$ cat src/include/ppm_defs.svh
// register offsets, field positions and reset values of the port pin mux
`ifndef PPM_DEFS_SVH
`define PPM_DEFS_SVH

`define PPM_ADDR_PAGE 8'h80
`define PPM_ADDR_SRC01 8'h81
`define PPM_ADDR_SRC23 8'h82
`define PPM_ADDR_INVDRV 8'h83
`define PPM_ADDR_RUNLVL 8'h84

`define PPM_RST_PAGE 8'h00
`define PPM_RST_SRC01 8'h50
`define PPM_RST_SRC23 8'h12
`define PPM_RST_INVDRV 8'h00
`define PPM_RST_RUNLVL 8'hFF

`define PPM_SEL_HI_MSB 7
`define PPM_SEL_HI_LSB 4
`define PPM_SEL_LO_MSB 3
`define PPM_SEL_LO_LSB 0
`define PPM_INV_LSB 0
`define PPM_DRV_LSB 4
`define PPM_PAGE_BIT 0
`define PPM_RUN_P0A 0
`define PPM_RUN_P0B 1
`define PPM_RUN_P1A 4
`define PPM_RUN_P1B 5

`define PPM_PAGED_LIMIT 8'h80
`define PPM_UNMAPPED_DATA 8'h00

`endif

$ cat src/include/ppm_pkg.sv
// types shared by the port pin mux modules
package ppm_pkg;

  typedef enum logic [3:0] {
    PPM_SRC_CLKOUT = 4'h0,
    PPM_SRC_RUNNING = 4'h1,
    PPM_SRC_IRQ_N = 4'h2,
    PPM_SRC_LOW = 4'h3,
    PPM_SRC_HIGH = 4'h4,
    PPM_SRC_DATA = 4'h5,
    PPM_SRC_MFDATA = 4'h6,
    PPM_SRC_CHIPDATA = 4'h8,
    PPM_SRC_CHIPSTROBE = 4'h9,
    PPM_SRC_RXDATA = 4'hA,
    PPM_SRC_RXSTROBE = 4'hB
  } ppm_src_e;

  typedef logic [3:0] ppm_sel_t;
  typedef logic [7:0] ppm_byte_t;

endpackage : ppm_pkg

$ cat src/verilog/ppm_src_sel.sv
// one pin's source selector, polarity and inversion stage
`timescale 1ns/1ps
module ppm_src_sel #(
  parameter bit CLKOUT_ALLOWED = 1'b1
) (
  input wire ppm_pkg::ppm_sel_t sel,
  input wire logic invert,
  input wire logic runningLevel,
  input wire logic clkOut,
  input wire logic running,
  input wire logic interruptRequestN,
  input wire logic dataOut,
  input wire logic matchedFilterData,
  input wire logic chipData,
  input wire logic chipStrobe,
  input wire logic receivedData,
  input wire logic receivedStrobe,
  output logic pinValue
);
  import ppm_pkg::*;

  logic chosen;

  always_comb begin
    case (sel)
      PPM_SRC_CLKOUT: begin
        chosen = CLKOUT_ALLOWED ? clkOut : 1'b0;
      end
      // active-low level when the polarity bit is clear
      PPM_SRC_RUNNING: chosen = runningLevel ? running : ~running;
      PPM_SRC_IRQ_N: chosen = interruptRequestN;
      PPM_SRC_LOW: chosen = 1'b0;
      PPM_SRC_HIGH: chosen = 1'b1;
      PPM_SRC_DATA: chosen = dataOut;
      PPM_SRC_MFDATA: chosen = matchedFilterData;
      PPM_SRC_CHIPDATA: chosen = chipData;
      PPM_SRC_CHIPSTROBE: chosen = chipStrobe;
      PPM_SRC_RXDATA: chosen = receivedData;
      PPM_SRC_RXSTROBE: chosen = receivedStrobe;
      // unused codes park low so the pin never floats to a random source
      default: chosen = 1'b0;
    endcase
    pinValue = chosen ^ invert;
  end

endmodule : ppm_src_sel

$ cat src/verilog/ppm_port_pin_mux.sv
// output multiplexer and configuration registers for four port pins
`timescale 1ns/1ps
`include "ppm_defs.svh"

// What this block does
// pin 1 source from bits 7:4 of select register, reset code 5.
// pin 0 source from bits 3:0, same codes, reset to clock out.
// pin 3 source from bits 7:4, no clock out, reset running.
// pin 2 source from bits 3:0, full codes, reset interrupt.
// per-pin invert bits 3..0 for pins 3..0, reset not inverted.
// per-pin strong drive bits 7..4 for pins 3..0, reset normal.
// config B, pin 1 running level follows bit 5, reset high.
// config A, pin 1 running level follows bit 4, reset high.
// config B, pin 0 running level follows bit 1, reset high.
// config A, pin 0 running level follows bit 0; spare bits reset ones.
// page bit picks config set A (000h) or B (100h) for the port.
// inversion applied last, after selection and running polarity.
// software must not program unused selector codes.
module ppm_port_pin_mux (
  input wire logic clk,
  input wire logic rst,
  input wire logic cfgWrStrobe,
  input wire logic cfgRdStrobe,
  input wire ppm_pkg::ppm_byte_t cfgAddr,
  input wire ppm_pkg::ppm_byte_t cfgWrData,
  output ppm_pkg::ppm_byte_t cfgRdData,
  output logic cfgRdValid,
  output logic [8:0] pagedAddr,
  output logic configPageSelect,
  input wire logic configBActive,
  input wire logic clkOut,
  input wire logic running,
  input wire logic interruptRequestN,
  input wire logic dataOut,
  input wire logic matchedFilterData,
  input wire logic chipData,
  input wire logic chipStrobe,
  input wire logic receivedData,
  input wire logic receivedStrobe,
  output logic [3:0] portPin,
  output logic [3:0] pinStrongDrive
);
  import ppm_pkg::*;

  ppm_byte_t pageReg, pageNext;
  ppm_byte_t src01Reg, src01Next;
  ppm_byte_t src23Reg, src23Next;
  ppm_byte_t invDrvReg, invDrvNext;
  ppm_byte_t runLvlReg, runLvlNext;
  ppm_byte_t rdDataReg, rdDataNext;
  logic rdValidReg, rdValidNext;
  logic [8:0] pagedReg, pagedNext;
  logic [3:0] pinReg, pinNext;
  logic [3:0] drvReg, drvNext;
  logic [3:0] pinComb;
  logic [3:0] runLevel;
  ppm_sel_t pinSel [4];

  function automatic ppm_byte_t readMux(input ppm_byte_t addr,
      input ppm_byte_t pg, input ppm_byte_t s01, input ppm_byte_t s23,
      input ppm_byte_t idv, input ppm_byte_t rl);
    case (addr)
      `PPM_ADDR_PAGE: readMux = {7'h00, pg[`PPM_PAGE_BIT]};
      `PPM_ADDR_SRC01: readMux = s01;
      `PPM_ADDR_SRC23: readMux = s23;
      `PPM_ADDR_INVDRV: readMux = idv;
      `PPM_ADDR_RUNLVL: readMux = rl;
      default: readMux = `PPM_UNMAPPED_DATA;
    endcase
  endfunction : readMux

  // even pins take the low nibble, odd pins the high one
  function automatic ppm_sel_t selField(input ppm_byte_t cfg, input bit hi);
    if (hi) begin
      selField = cfg[`PPM_SEL_HI_MSB:`PPM_SEL_HI_LSB];
    end else begin
      selField = cfg[`PPM_SEL_LO_MSB:`PPM_SEL_LO_LSB];
    end
  endfunction : selField

  // running polarity of a pin follows the active configuration set
  function automatic logic levelFor(input logic cfgB, input logic lvlB,
      input logic lvlA);
    if (cfgB) begin
      levelFor = lvlB;
    end else begin
      levelFor = lvlA;
    end
  endfunction : levelFor

  // register writes; unmapped addresses are ignored
  always_comb begin
    pageNext = pageReg;
    src01Next = src01Reg;
    src23Next = src23Reg;
    invDrvNext = invDrvReg;
    runLvlNext = runLvlReg;
    if (cfgWrStrobe) begin
      case (cfgAddr)
        // only the page bit is stored; upper bits read zero
        `PPM_ADDR_PAGE: begin
          pageNext = {7'h00, cfgWrData[`PPM_PAGE_BIT]};
        end
        `PPM_ADDR_SRC01: src01Next = cfgWrData;
        `PPM_ADDR_SRC23: src23Next = cfgWrData;
        `PPM_ADDR_INVDRV: invDrvNext = cfgWrData;
        `PPM_ADDR_RUNLVL: runLvlNext = cfgWrData;
        default: pageNext = pageReg;
      endcase
    end
  end

  // read answer; data holds between reads so a slow host can still take it
  always_comb begin
    rdValidNext = cfgRdStrobe;
    if (cfgRdStrobe) begin
      rdDataNext = readMux(cfgAddr, pageReg, src01Reg, src23Reg, invDrvReg,
          runLvlReg);
    end else begin
      rdDataNext = rdDataReg;
    end
  end

  // low half of the map is paged between the two configuration sets
  always_comb begin
    if (cfgAddr < `PPM_PAGED_LIMIT) begin
      pagedNext = {pageReg[`PPM_PAGE_BIT], cfgAddr};
    end else begin
      pagedNext = {1'b0, cfgAddr};
    end
  end

  assign pinSel[0] = selField(src01Reg, 1'b0);
  assign pinSel[1] = selField(src01Reg, 1'b1);
  assign pinSel[2] = selField(src23Reg, 1'b0);
  assign pinSel[3] = selField(src23Reg, 1'b1);

  // pins 2 and 3 have no polarity control here; running is active high
  assign runLevel[0] = levelFor(configBActive, runLvlReg[`PPM_RUN_P0B],
      runLvlReg[`PPM_RUN_P0A]);
  assign runLevel[1] = levelFor(configBActive, runLvlReg[`PPM_RUN_P1B],
      runLvlReg[`PPM_RUN_P1A]);
  assign runLevel[2] = 1'b1;
  assign runLevel[3] = 1'b1;

  genvar gi;
  generate
    for (gi = 0; gi < 4; gi++) begin : g_pin
      ppm_src_sel #(
        .CLKOUT_ALLOWED(gi != 3)
      ) u_sel (
        .sel(pinSel[gi]),
        .invert(invDrvReg[`PPM_INV_LSB + gi]),
        .runningLevel(runLevel[gi]),
        .clkOut(clkOut),
        .running(running),
        .interruptRequestN(interruptRequestN),
        .dataOut(dataOut),
        .matchedFilterData(matchedFilterData),
        .chipData(chipData),
        .chipStrobe(chipStrobe),
        .receivedData(receivedData),
        .receivedStrobe(receivedStrobe),
        .pinValue(pinComb[gi])
      );
    end
  endgenerate

  // pins are registered, so they lag their sources by one clock
  always_comb begin
    pinNext = pinComb;
    drvNext = invDrvReg[`PPM_DRV_LSB +: 4];
  end

  always_ff @(posedge clk) begin
    if (rst) begin
      pageReg <= `PPM_RST_PAGE;
      src01Reg <= `PPM_RST_SRC01;
      src23Reg <= `PPM_RST_SRC23;
      invDrvReg <= `PPM_RST_INVDRV;
      runLvlReg <= `PPM_RST_RUNLVL;
    end else begin
      pageReg <= pageNext;
      src01Reg <= src01Next;
      src23Reg <= src23Next;
      invDrvReg <= invDrvNext;
      runLvlReg <= runLvlNext;
    end
  end

  always_ff @(posedge clk) begin
    if (rst) begin
      rdDataReg <= `PPM_UNMAPPED_DATA;
      rdValidReg <= 1'b0;
    end else begin
      rdDataReg <= rdDataNext;
      rdValidReg <= rdValidNext;
    end
  end

  always_ff @(posedge clk) begin
    if (rst) begin
      pagedReg <= 9'h000;
    end else begin
      pagedReg <= pagedNext;
    end
  end

  always_ff @(posedge clk) begin
    if (rst) begin
      pinReg <= 4'h0;
      drvReg <= 4'h0;
    end else begin
      pinReg <= pinNext;
      drvReg <= drvNext;
    end
  end

  assign cfgRdData = rdDataReg;
  assign cfgRdValid = rdValidReg;
  assign pagedAddr = pagedReg;
  assign configPageSelect = pageReg[`PPM_PAGE_BIT];
  assign portPin = pinReg;
  assign pinStrongDrive = drvReg;

endmodule : ppm_port_pin_mux

$ cat config.mk
export PLATFORM = sky130hd
export DESIGN_NAME = ppm_port_pin_mux
export DESIGN_NICKNAME = d
export VERILOG_FILES = /design/src/include/ppm_pkg.sv /design/src/verilog/ppm_src_sel.sv /design/src/verilog/ppm_port_pin_mux.sv
export VERILOG_INCLUDE_DIRS = /design/src /design/src/include
export SDC_FILE = /design/constraint.sdc
export NUM_CORES = 1
export LEC_CHECK = 0
export BUFFER_PORTS_ARGS = -buffer_cell sky130_fd_sc_hd__buf_2
export CAP_MARGIN = 20
export CORE_MARGIN = 1
export CORE_UTILIZATION = 35
export CTS_CLUSTER_DIAMETER = 80
export CTS_CLUSTER_SIZE = 10
export DETAILED_ROUTE_END_ITERATION = 10
export PLACE_DENSITY = 0.59
export REMOVE_ABC_BUFFERS = 1
export SYNTH_ARGS = -nofsm -noshare
export SYNTH_HDL_FRONTEND = slang
export SYNTH_SLANG_ARGS = --single-unit
$ cat constraint.sdc
create_clock -name clk -period 2.54 [get_ports clk]
set_input_delay 0.381 -clock clk [delete_from_list [all_inputs] [get_ports clk]]
set_output_delay 0.381 -clock clk [all_outputs]
set_load 0.01 [all_outputs]
==> flow_summary.yaml, run 1 <==
global_routing:
  grt_pass1_vias: 2078
  grt_pass1_wl_um: 10970
  gr-usage-all-layers_pct: 17.33
  grt_max_degree: 37
  grt-ovfl-total: 0
  antenna_found_initial: 0
floorplan:
  core-area_sq_um: 7408
  die_area_sq_um: 8224
  boundaryPins: 57
  fp.dieH_um: 90.69
  dieWidth_um: 90.69
  rows: 31
  start_util_pct: 37.16
critical_path:
  slowest_delay_ps: 540
  critical_path_class: "reg2reg"
  crit_family: "multiplexers"
  cp-end-kind: "register"
  crit_chain: "mux4_2 -> nand2_1 -> o22ai_1 -> a211oi_1 -> mux2_2"
  worstPathMaxFanout: 7
  critical_path_buf_inv_count: 0
  cpMaxStageDelayCell: "mux4_2"
  start_kind: "register"
  arrival_ps: 2160
  required_ps: 2770
pwr:
  vdd_drop_max_v: 0.0002180
  leakagePower_nw: 1.461
  power_density_nw_per_um2: 548.6
sta:
  maxSlewViolCount: 0
  rsz0062_at_grt: "no"
  tightest_slew_ps: 737.2
  clock_skew_ps: 10.58
  hold_slack_ps: 222.0
  hold_viol_final: 0
  setup_violations: 0
  max_slew_margin_pct: 50.86
  fmax_mhz: 518.3
  tns_ps: 0
  fin_crit_sh_pct: 75.96
  period_needed_ps: 1929
cells_and_area:
  final_core_util_pct: 43.78
  fin_area_sq_um: 3243
  fin_nets: 368
  fill_cells: 750
  drive_gt1_share_pct: 27.27
  layout_common_cells: "59 x dfxtp_1, 56 x buf_2, 36 x nor2_1"
  layout_commonest_cell: "dfxtp_1"
  syn2layout_area_growth_pct: 17.82
  diodes: 0
clock_tree:
  cts_resized: 0
  cts_max_path_buffers: 2
  clk_pin_slew_ps: 60
  cts_buffers: 9
  post_cts_buffers: 0
  root_buffer: "clkbuf_8"
  cts_tree: "yes"
  worstSkewPairLatency_ps: 340
  cts_hold_buf: 0
  h-tree-depth: 3
  clock-sinks: 59
hold_path:
  min_path_type: "in2reg"
yosys:
  async_flop_share_pct: 0
  ys_seq_area_share_pct: 42.91
  syn_area_sq_um: 2753
  ys.flop_type: "dfxtp_1"
  avgSynthCellArea_sq_um: 9.625
  synth_seq_cells: 59
  synth_cell_types: 41
  ys_warn_count: 0
  synth-edff-count: 0
  synthCells: 286
route:
  vias_per_cell: 5.043
  wirelength_um: 6699
  first_iter_violations: 120
  first_pass_iters: 6
  dr_total_vias: 2219
  antenna_left: 0
  post_drt_wl_per_cell_um: 15.23
  drcViolationCount: 0
place:
  dpl-instance-area_sq_um: 3094
  dp_hpwl_um: 4685
  port_buffers: 56
  gp_congestion: 0.7570
status:
  status: "complete, no violations"
run:
  drv_cap: 0
-- where the power goes --
| part | internal (mW) | total (mW) | switching [mW] |
|---|---|---|---|
| logic | 0.0593 | 0.147 | 0.0879 |
| clock network | 0.340 | 0.691 | 0.352 |
| registers | 0.937 | 0.940 | 0.00311 |
| total | 1.34 | 1.78 | 0.443 |
-- layer usage --
metal  vias to the layer above  global-route usage (%)  wire length, um
met5                         -                       0                0
met4                         0                   7.392              121
met3                        11                   4.040              297
met2                        51                   25.25             2916
met1                      1045                   24.26             3363
li1                       1112                       -                -
-- worst paths after layout --
check / start / endpoint / slack (ps) / cells past startpoint
setup reg to reg: src01Reg[0] / portPin[0] / 610 / 5
hold reg to reg: runLvlReg[3] / runLvlReg[3] / 470 / 1
setup / recovery: src01Reg[0] / portPin[0] / 610 / 5
hold / removal: cfgAddr[7] / pagedAddr[8] / 220 / 2
-- cell usage after synthesis (2+ instances only) --
library cell | count | share of area, %
a2111oi_0 | 2 | 0.64
a211o_1 | 12 | 3.8
a21oi_1 | 13 | 2.4
a221oi_1 | 2 | 0.64
a22oi_1 | 7 | 1.9
and3_1 | 2 | 0.45
buf_2 | 2 | 0.36
buf_6 | 3 | 1.2
clkbuf_1 | 14 | 1.9
dfxtp_1 | 59 | 43
inv_1 | 10 | 1.4
mux2i_1 | 31 | 11
mux4_2 | 5 | 4.1
nand2_1 | 5 | 0.68
nand2b_1 | 6 | 1.4
nand3_1 | 2 | 0.36
nand3b_1 | 7 | 1.9
nor2_1 | 36 | 4.9
nor2_2 | 8 | 1.8
nor2b_1 | 25 | 5.7
nor3_1 | 3 | 0.55
o21ai_0 | 2 | 0.36
o21bai_1 | 3 | 0.82
o22ai_1 | 8 | 1.8
xnor2_1 | 2 | 0.64
xor2_1 | 2 | 0.64
-- registers in the layout, indices dropped and copies added (netlist names), 4 cells and up --
| name | count |
|---|---|
| src23Reg | 8 |
| pagedAddr | 9 |
| cfgRdData | 8 |
| pinStrongDrive | 4 |
| portPin | 4 |
| invDrvReg | 8 |
| src01Reg | 8 |
| runLvlReg | 8 |
-- cells by family after synthesis --
| group | synth area share (%) |
|---|---|
| multiplexers | 15.77 |
| XOR/XNOR | 1.273 |
| buffers and inverters | 5.000 |
| AND/OR/NAND/NOR | 21.05 |
| AO/OA/AOI/OAI | 14.00 |
| flip-flops | 42.91 |
-- per-stage QoR --
| step | power, mW | std cells | setup WS [ps] |
|---|---|---|---|
| finish | 1.779 | 440 | 610.5 |
| CTS | 1.796 | 440 | 557.1 |
| detailed placement | 1.108 | 426 | 305.7 |
| global placement | 1.108 | 426 | 334.8 |
| floorplan | 1.020 | 266 | 439.2 |
| global route | 1.860 | 440 | 533.0 |
-- final cells by class --
| type | instances | area [sq um] | share of cell area [%] |
|---|---|---|---|
| clock buffers | 11 | 131.4 | 4.051 |
| clock inverters | 3 | 17.52 | 0.5401 |
| inverters | 10 | 37.54 | 1.157 |
| multi-input cells | 197 | 1434 | 44.21 |
| flip-flops and latches | 59 | 1181 | 36.42 |
| well taps | 99 | 123.9 | 3.819 |
| repair buffers | 61 | 317.8 | 9.799 |
Power figures use the tool's default switching activity.
==> inputs of run 2 (changes only) <==
--- a/config.mk
+++ b/config.mk
@@ -6,6 +6,7 @@
 export SDC_FILE = /design/constraint.sdc
 export NUM_CORES = 1
 export LEC_CHECK = 0
+export ABC_AREA = 1
 export BUFFER_PORTS_ARGS = -buffer_cell sky130_fd_sc_hd__buf_2
 export CAP_MARGIN = 20
 export CORE_MARGIN = 1
==> constraint.sdc (replaced) <==
create_clock -name clk -period 1.9 [get_ports clk]
set_input_delay 0.285 -clock clk [delete_from_list [all_inputs] [get_ports clk]]
set_output_delay 0.285 -clock clk [all_outputs]
set_load 0.01 [all_outputs]
==> run 2 against run 1 <==
Compared with the run above: sequential share of layout area shrank 1.5 points; non-clock buffer count grew 2; clock skew shrank 2.2 ps; synthesized cell count grew 44%; critical path type is now in2reg; largest power group unchanged.
==> flow_summary.yaml, run 2 <==
yosys:
  yosysMostFrequentCell: "nand2_1"
  ys.flop_type: "dfxtp_1"
  synthCells: 412
  ys_top_cells_by_count: "83 x nand2_1, 67 x nand3_1, 59 x dfxtp_1"
  ys_seq_area_share_pct: 42.09
  avgSynthCellArea_sq_um: 6.812
  yosys-top-cells-area: "dfxtp_1 42%, nand3_1 12%, nand2_1 11%"
  ys_warn_count: 0
  yosys.area.top_type: "dfxtp_1"
  synth_cell_types: 21
  synth_seq_cells: 59
  syn_area_sq_um: 2806
  synth-edff-count: 0
  async_flop_share_pct: 0
  synth.top_cell.area_share_pct: 42.09
critical_path:
  required_ps: 2160
  rrSetupSlack_ps: 590
  cpMostUsedCell: "nand2_1"
  arrival_ps: 1580
  critical_path_buf_inv_count: 3
  crit_family: "simple AND/OR/NAND/NOR gates"
  cpMaxStageDelayCell: "buf_4"
  crit_chain: "buf_2 -> inv_1 -> nand2_1 -> nor2_4 -> buf_4 -> nand2_1 -> nor2_1 -> a21oi_1 -> o21ai_0"
  cp-end-kind: "register"
  slowest_delay_ps: 330
  start_kind: "primary input"
  critical_path_class: "in2reg"
  worstPathMaxFanout: 31
global_routing:
  grt-ovfl-total: 0
  grt_pass1_vias: 2680
  grt_max_degree: 32
  gr-usage-all-layers_pct: 20.45
  grt_pass1_wl_um: 13350
  antenna_found_initial: 0
pwr:
  power_density_nw_per_um2: 770.3
  vdd_drop_max_v: 0.0002567
  swShare_pct: 23.41
  p_sw_mw: 0.6093
  combPwrFrac_pct: 7.9
  pwr-share-seq_pct: 48.4
  leakagePower_nw: 1.662
  p_total_mw: 2.602
  p_int_mw: 1.993
  power_frac_clock_pct: 43.7
floorplan:
  dieWidth_um: 91.55
  fp.dieH_um: 91.55
  die_area_sq_um: 8380
  start_util_pct: 36.32
  rows: 32
  core-area_sq_um: 7727
  boundaryPins: 57
cells_and_area:
  drive_gt1_share_pct: 17.89
  fin_nets: 501
  fin_cells: 577
  layout_common_cells: "83 x nand2_1, 67 x nand3_1, 59 x dfxtp_1"
  syn2layout_area_growth_pct: 20.37
  fin_area_sq_um: 3378
  multi_input_area_sq_um: 1378
  seq_area_sq_um: 1181
  layout_commonest_cell: "nand2_1"
  fill_cells: 821
  diodes: 0
  largest_reg_flops: 9
hold_path:
  min_path_type: "in2reg"
clock_tree:
  clk_pin_slew_ps: 60
  cts_hold_buf: 0
  cts_max_path_buffers: 2
  cts_buffers: 9
  post_cts_buffers: 0
  h-tree-depth: 3
  cts_tree: "yes"
  worstSkewPairLatency_ps: 340
  clock-sinks: 59
  root_buffer: "clkbuf_8"
  cts_resized: 0
route:
  first_pass_iters: 4
  vias_per_cell: 4.931
  drcViolationCount: 0
  first_iter_violations: 186
  post_drt_wl_per_cell_um: 13.60
  dr_total_vias: 2845
  wirelength_um: 7848
  antenna_left: 0
sta:
  setup_violations: 0
  max_slew_margin_pct: 66.69
  fin_ws_ps: 583.0
  hold_viol_final: 0
  fin_crit_sh_pct: 69.31
  clock_skew_ps: 8.353
  fmax_mhz: 759.3
  rsz0062_at_grt: "no"
  period_needed_ps: 1317
  tns_ps: 0
  tightest_slew_ps: 498.3
  maxSlewViolCount: 0
status:
  status: "complete, no violations"
place:
  port_buffers: 56
  dpl-instance-area_sq_um: 3184
  dpl_worst_slack_ps: 286.0
  gp_congestion: 0.8456
  dp_hpwl_um: 5946
  dpl.cell_count: 562
run:
  drv_cap: 0
-- run 2: cell types whose count changed after synthesis, sizes merged, moves of 8 or more --
cell,change
clkbuf,-10
a211o,-12
o21ai,+36
nor2,+9
mux2i,-31
o22ai,-8
nand3,+65
nor2b,-25
inv,+34
a21oi,+22
nand2,+81
-- run 2: final timing paths --
path | from | end | depth (start not counted)
max | cfgAddr[4] | runLvlReg[0] | 9
min | cfgAddr[7] | pagedAddr[8] | 2
max reg2reg | src01Reg[4] | portPin[1] | 8
min reg2reg | invDrvReg[7] | pinStrongDrive[3] | 2
-- run 2: kinds of logic (layout without fill, tap and decap cells) --
logic type	after synthesis	after routing	synth area share (%)
AOI/OAI and AO/OA	80	80	14.89
buffers and inverters	59	122	8.828
DFF	59	59	42.09
and+or+nand+nor	214	214	34.20
-- run 2: power by group through the flow --
stage                     Sequential (mW)  Clock, mW  Combinational (mW)
after detailed placement             1.29          0               0.206
after CTS                            1.26       1.15               0.207
after global placement               1.29          0               0.205
after floorplan                      1.30          0              0.0853
final                                1.26       1.14               0.206
after global routing                 1.26       1.21               0.229
-- run 2: area by class of cell --
type,count,area share (%)
clock buffer,13,4.704
clock inverter,2,1.037
inverter,44,4.889
multi-input combinational,294,40.78
sequential,59,34.96
tap,102,3.778
timing repair buffer,63,9.852
-- run 2: per-stage QoR --
stage                     utilization (%)  hold slack (ps)
final                               43.72            167.6
after global routing                43.72            185.8
after CTS                           43.72            163.3
after detailed placement            41.21            447.6
after global placement              41.21            447.1
after floorplan                         -            354.1
-- run 2: routing by layer --
layer	global-route usage, %	share of wire (%)	vias to the layer above
met2	32.14	44	72
li1	-	-	1467
met4	9.127	1.8	0
met5	0	0	-
met1	28.35	49	1291
met3	1.843	5.0	15
-- run 2: worst reg2reg max path, stage by stage (launching register included) --
cell	delay [ps]
dfxtp_1	420
inv_1	90
nor2_1	160
nand2_1	60
nand3b_1	170
nand3_1	160
nand2_1	70
nand2_1	60
nor2_1	40
==> inputs of run 3 (changes only) <==
--- a/config.mk
+++ b/config.mk
@@ -14,7 +14,7 @@
 export CTS_CLUSTER_DIAMETER = 80
 export CTS_CLUSTER_SIZE = 10
 export DETAILED_ROUTE_END_ITERATION = 10
-export PLACE_DENSITY = 0.59
+export PLACE_DENSITY = 0.61
 export REMOVE_ABC_BUFFERS = 1
 export SYNTH_ARGS = -nofsm -noshare
 export SYNTH_HDL_FRONTEND = slang
==> constraint.sdc (replaced) <==
create_clock -name clk -period 1.11 [get_ports clk]
set_input_delay 0.1665 -clock clk [delete_from_list [all_inputs] [get_ports clk]]
set_output_delay 0.1665 -clock clk [all_outputs]
set_load 0.01 [all_outputs]
==> run 3 against run 2 <==
Compared with the run above: the flow now finishes with violations (negative setup slack); clock skew hardly changed; sequential power is 70% higher; count of clock-buffer cells in the layout is 1 lower; utilization is 5.3 points higher; total power is 62% higher; final cell count is 5.9% higher; critical path depth is 1 lower; highest routed layer unchanged; setup slack worse by 610 ps; via count is 6.7% higher; final area is 12% higher.
==> flow_summary.yaml, run 3 (synthesis gave the netlist of run 2 again) <==
status:
  status: "finished, violations left"
  violations: "negative setup slack"
critical_path:
  cpMostUsedCell: "nand2_1"
  arrival_ps: 1370
  required_ps: 1350
  worstPathMaxFanout: 5
  critical_path_class: "reg2reg"
  cpMaxStageDelayCell: "dfxtp_4"
  crit_family: "simple AND/OR/NAND/NOR gates"
  crit_chain: "inv_2 -> nor2_2 -> nand2_1 -> nand3b_1 -> nand3_2 -> nand2_1 -> nand2_1 -> nor2_1"
  slowest_delay_ps: 380
  start_kind: "register"
  critical_path_buf_inv_count: 1
  cp-end-kind: "register"
route:
  antenna_left: 0
  wirelength_um: 8271
  drcViolationCount: 0
  post_drt_wl_per_cell_um: 13.54
  vias_per_cell: 4.969
  dr_total_vias: 3036
  first_pass_iters: 4
  first_iter_violations: 169
global_routing:
  antenna_found_initial: 0
  gr-usage-all-layers_pct: 20.87
  grt_max_degree: 31
  grt_pass1_vias: 2756
  grt-ovfl-total: 0
  grt_pass1_wl_um: 13440
sta:
  max_slew_margin_pct: 81.16
  period_needed_ps: 1133
  setup_violations: 1
  rsz0062_at_grt: "yes"
  fin_crit_sh_pct: 102.1
  tightest_slew_ps: 282.3
  hold_viol_final: 0
  fmax_mhz: 882.2
  fin_ws_ps: -23.48
  clock_skew_ps: 7.915
  maxSlewViolCount: 0
floorplan:
  boundaryPins: 57
  start_util_pct: 36.32
  rows: 32
  core-area_sq_um: 7727
  fp.dieH_um: 91.55
  die_area_sq_um: 8380
  dieWidth_um: 91.55
pwr:
  vdd_drop_max_v: 0.0004350
  p_total_mw: 4.219
  power_density_nw_per_um2: 1113
  leakagePower_nw: 1.858
place:
  port_buffers: 56
  dpl.cell_count: 596
  gp_congestion: 0.9220
  dp_hpwl_um: 5983
cells_and_area:
  layout_commonest_cell: "nand2_1"
  drive_gt1_share_pct: 31.83
  syn2layout_area_growth_pct: 35.04
  largest_reg_flops: 9
  layout_common_cells: "80 x nand2_1, 57 x nand3_1, 56 x buf_2"
  fill_cells: 805
  fin_nets: 535
  fin_cells: 611
  diodes: 0
clock_tree:
  cts_buffers: 9
  root_buffer: "clkbuf_8"
  cts_tree: "yes"
  clk_pin_slew_ps: 60
  worstSkewPairLatency_ps: 340
  cts_max_path_buffers: 2
  post_cts_buffers: 0
  h-tree-depth: 3
  clock-sinks: 59
hold_path:
  min_path_type: "in2reg"
run:
  drv_cap: 0
## run 3: cell count changes in the layout (fill, tap and decap cells not counted), moves of 10 or more
| cell | change |
|---|---|
| nand3_2 | +10 |
| dfxtp_1 | -11 |
| buf_4 | +27 |
| nand3_1 | -10 |
## run 3: report_power, final
part           switching (mW)  internal, mW  total (mW)
Combinational           0.249         0.160       0.408
Clock                   0.823         0.848        1.67
Sequential            0.00880          2.13        2.14
Total                    1.08          3.14        4.22
## run 3: path summary, 6_finish.rpt
check / start / end / slack, ps / cells after the start
setup / recovery: src01Reg[4] / portPin[1] / -20 / 8
hold / removal: cfgAddr[6] / pagedAddr[6] / 40 / 3
setup reg to reg: src01Reg[4] / portPin[1] / -20 / 8
hold reg to reg: invDrvReg[6] / pinStrongDrive[2] / 460 / 2
## run 3: worst register-to-register path, cell delays in order (launching register included)
cell and delay, ps:
dfxtp_4 380, inv_2 60, nor2_2 100, nand2_1 60, nand3b_1 170, nand3_2 120
nand2_1 60, nand2_1 60, nor2_1 40
## run 3: repair_timing
action | 4_1_cts | 5_1_grt
endpoints found under the setup margin | 4 | 9
gates resized for setup | 21 | 42
hold buffers | 0 | 0
cloned | 0 | 0
endpoints found under the hold margin | 0 | 0
pin swaps | 6 | 17
## run 3: area by class of cell
type / instances / area, sq um / area share (%)
timing repair buffer: 97 / 640.6 / 16.90
inverter: 44 / 165.2 / 4.358
clock inverter: 3 / 15.01 / 0.3962
sequential: 59 / 1212 / 31.99
tap: 102 / 127.6 / 3.367
clock buffer: 12 / 145.1 / 3.830
multi-input combinational: 294 / 1484 / 39.15
## run 3: through the flow
stage / util (%) / worst slack [ps] / hold slack [ps] / setup TNS, ps / area [sq um]
6_report: 49.04 / -23.48 / 41.37 / -23.48 / 3790
4_1_cts: 47.52 / 1.878 / 13.80 / 0 / 3672
2_1_floorplan: - / -392.3 / 235.6 / -8839 / 2724
5_1_grt: 49.04 / -101.5 / 37.12 / -305.7 / 3790
3_3_place_gp: 45.00 / -318.9 / 386.8 / -5726 / 3477
3_5_place_dp: 45.00 / -370.3 / 384.7 / -7324 / 3477
## run 3: layer usage
layer / vias to the layer above / routed length, um / GRT usage (%)
met5: - / 0 / 0
met4: 0 / 87 / 7.937
met3: 8 / 544 / 5.025
met2: 99 / 3778 / 31.77
met1: 1388 / 3861 / 28.37
li1: 1541 / - / -
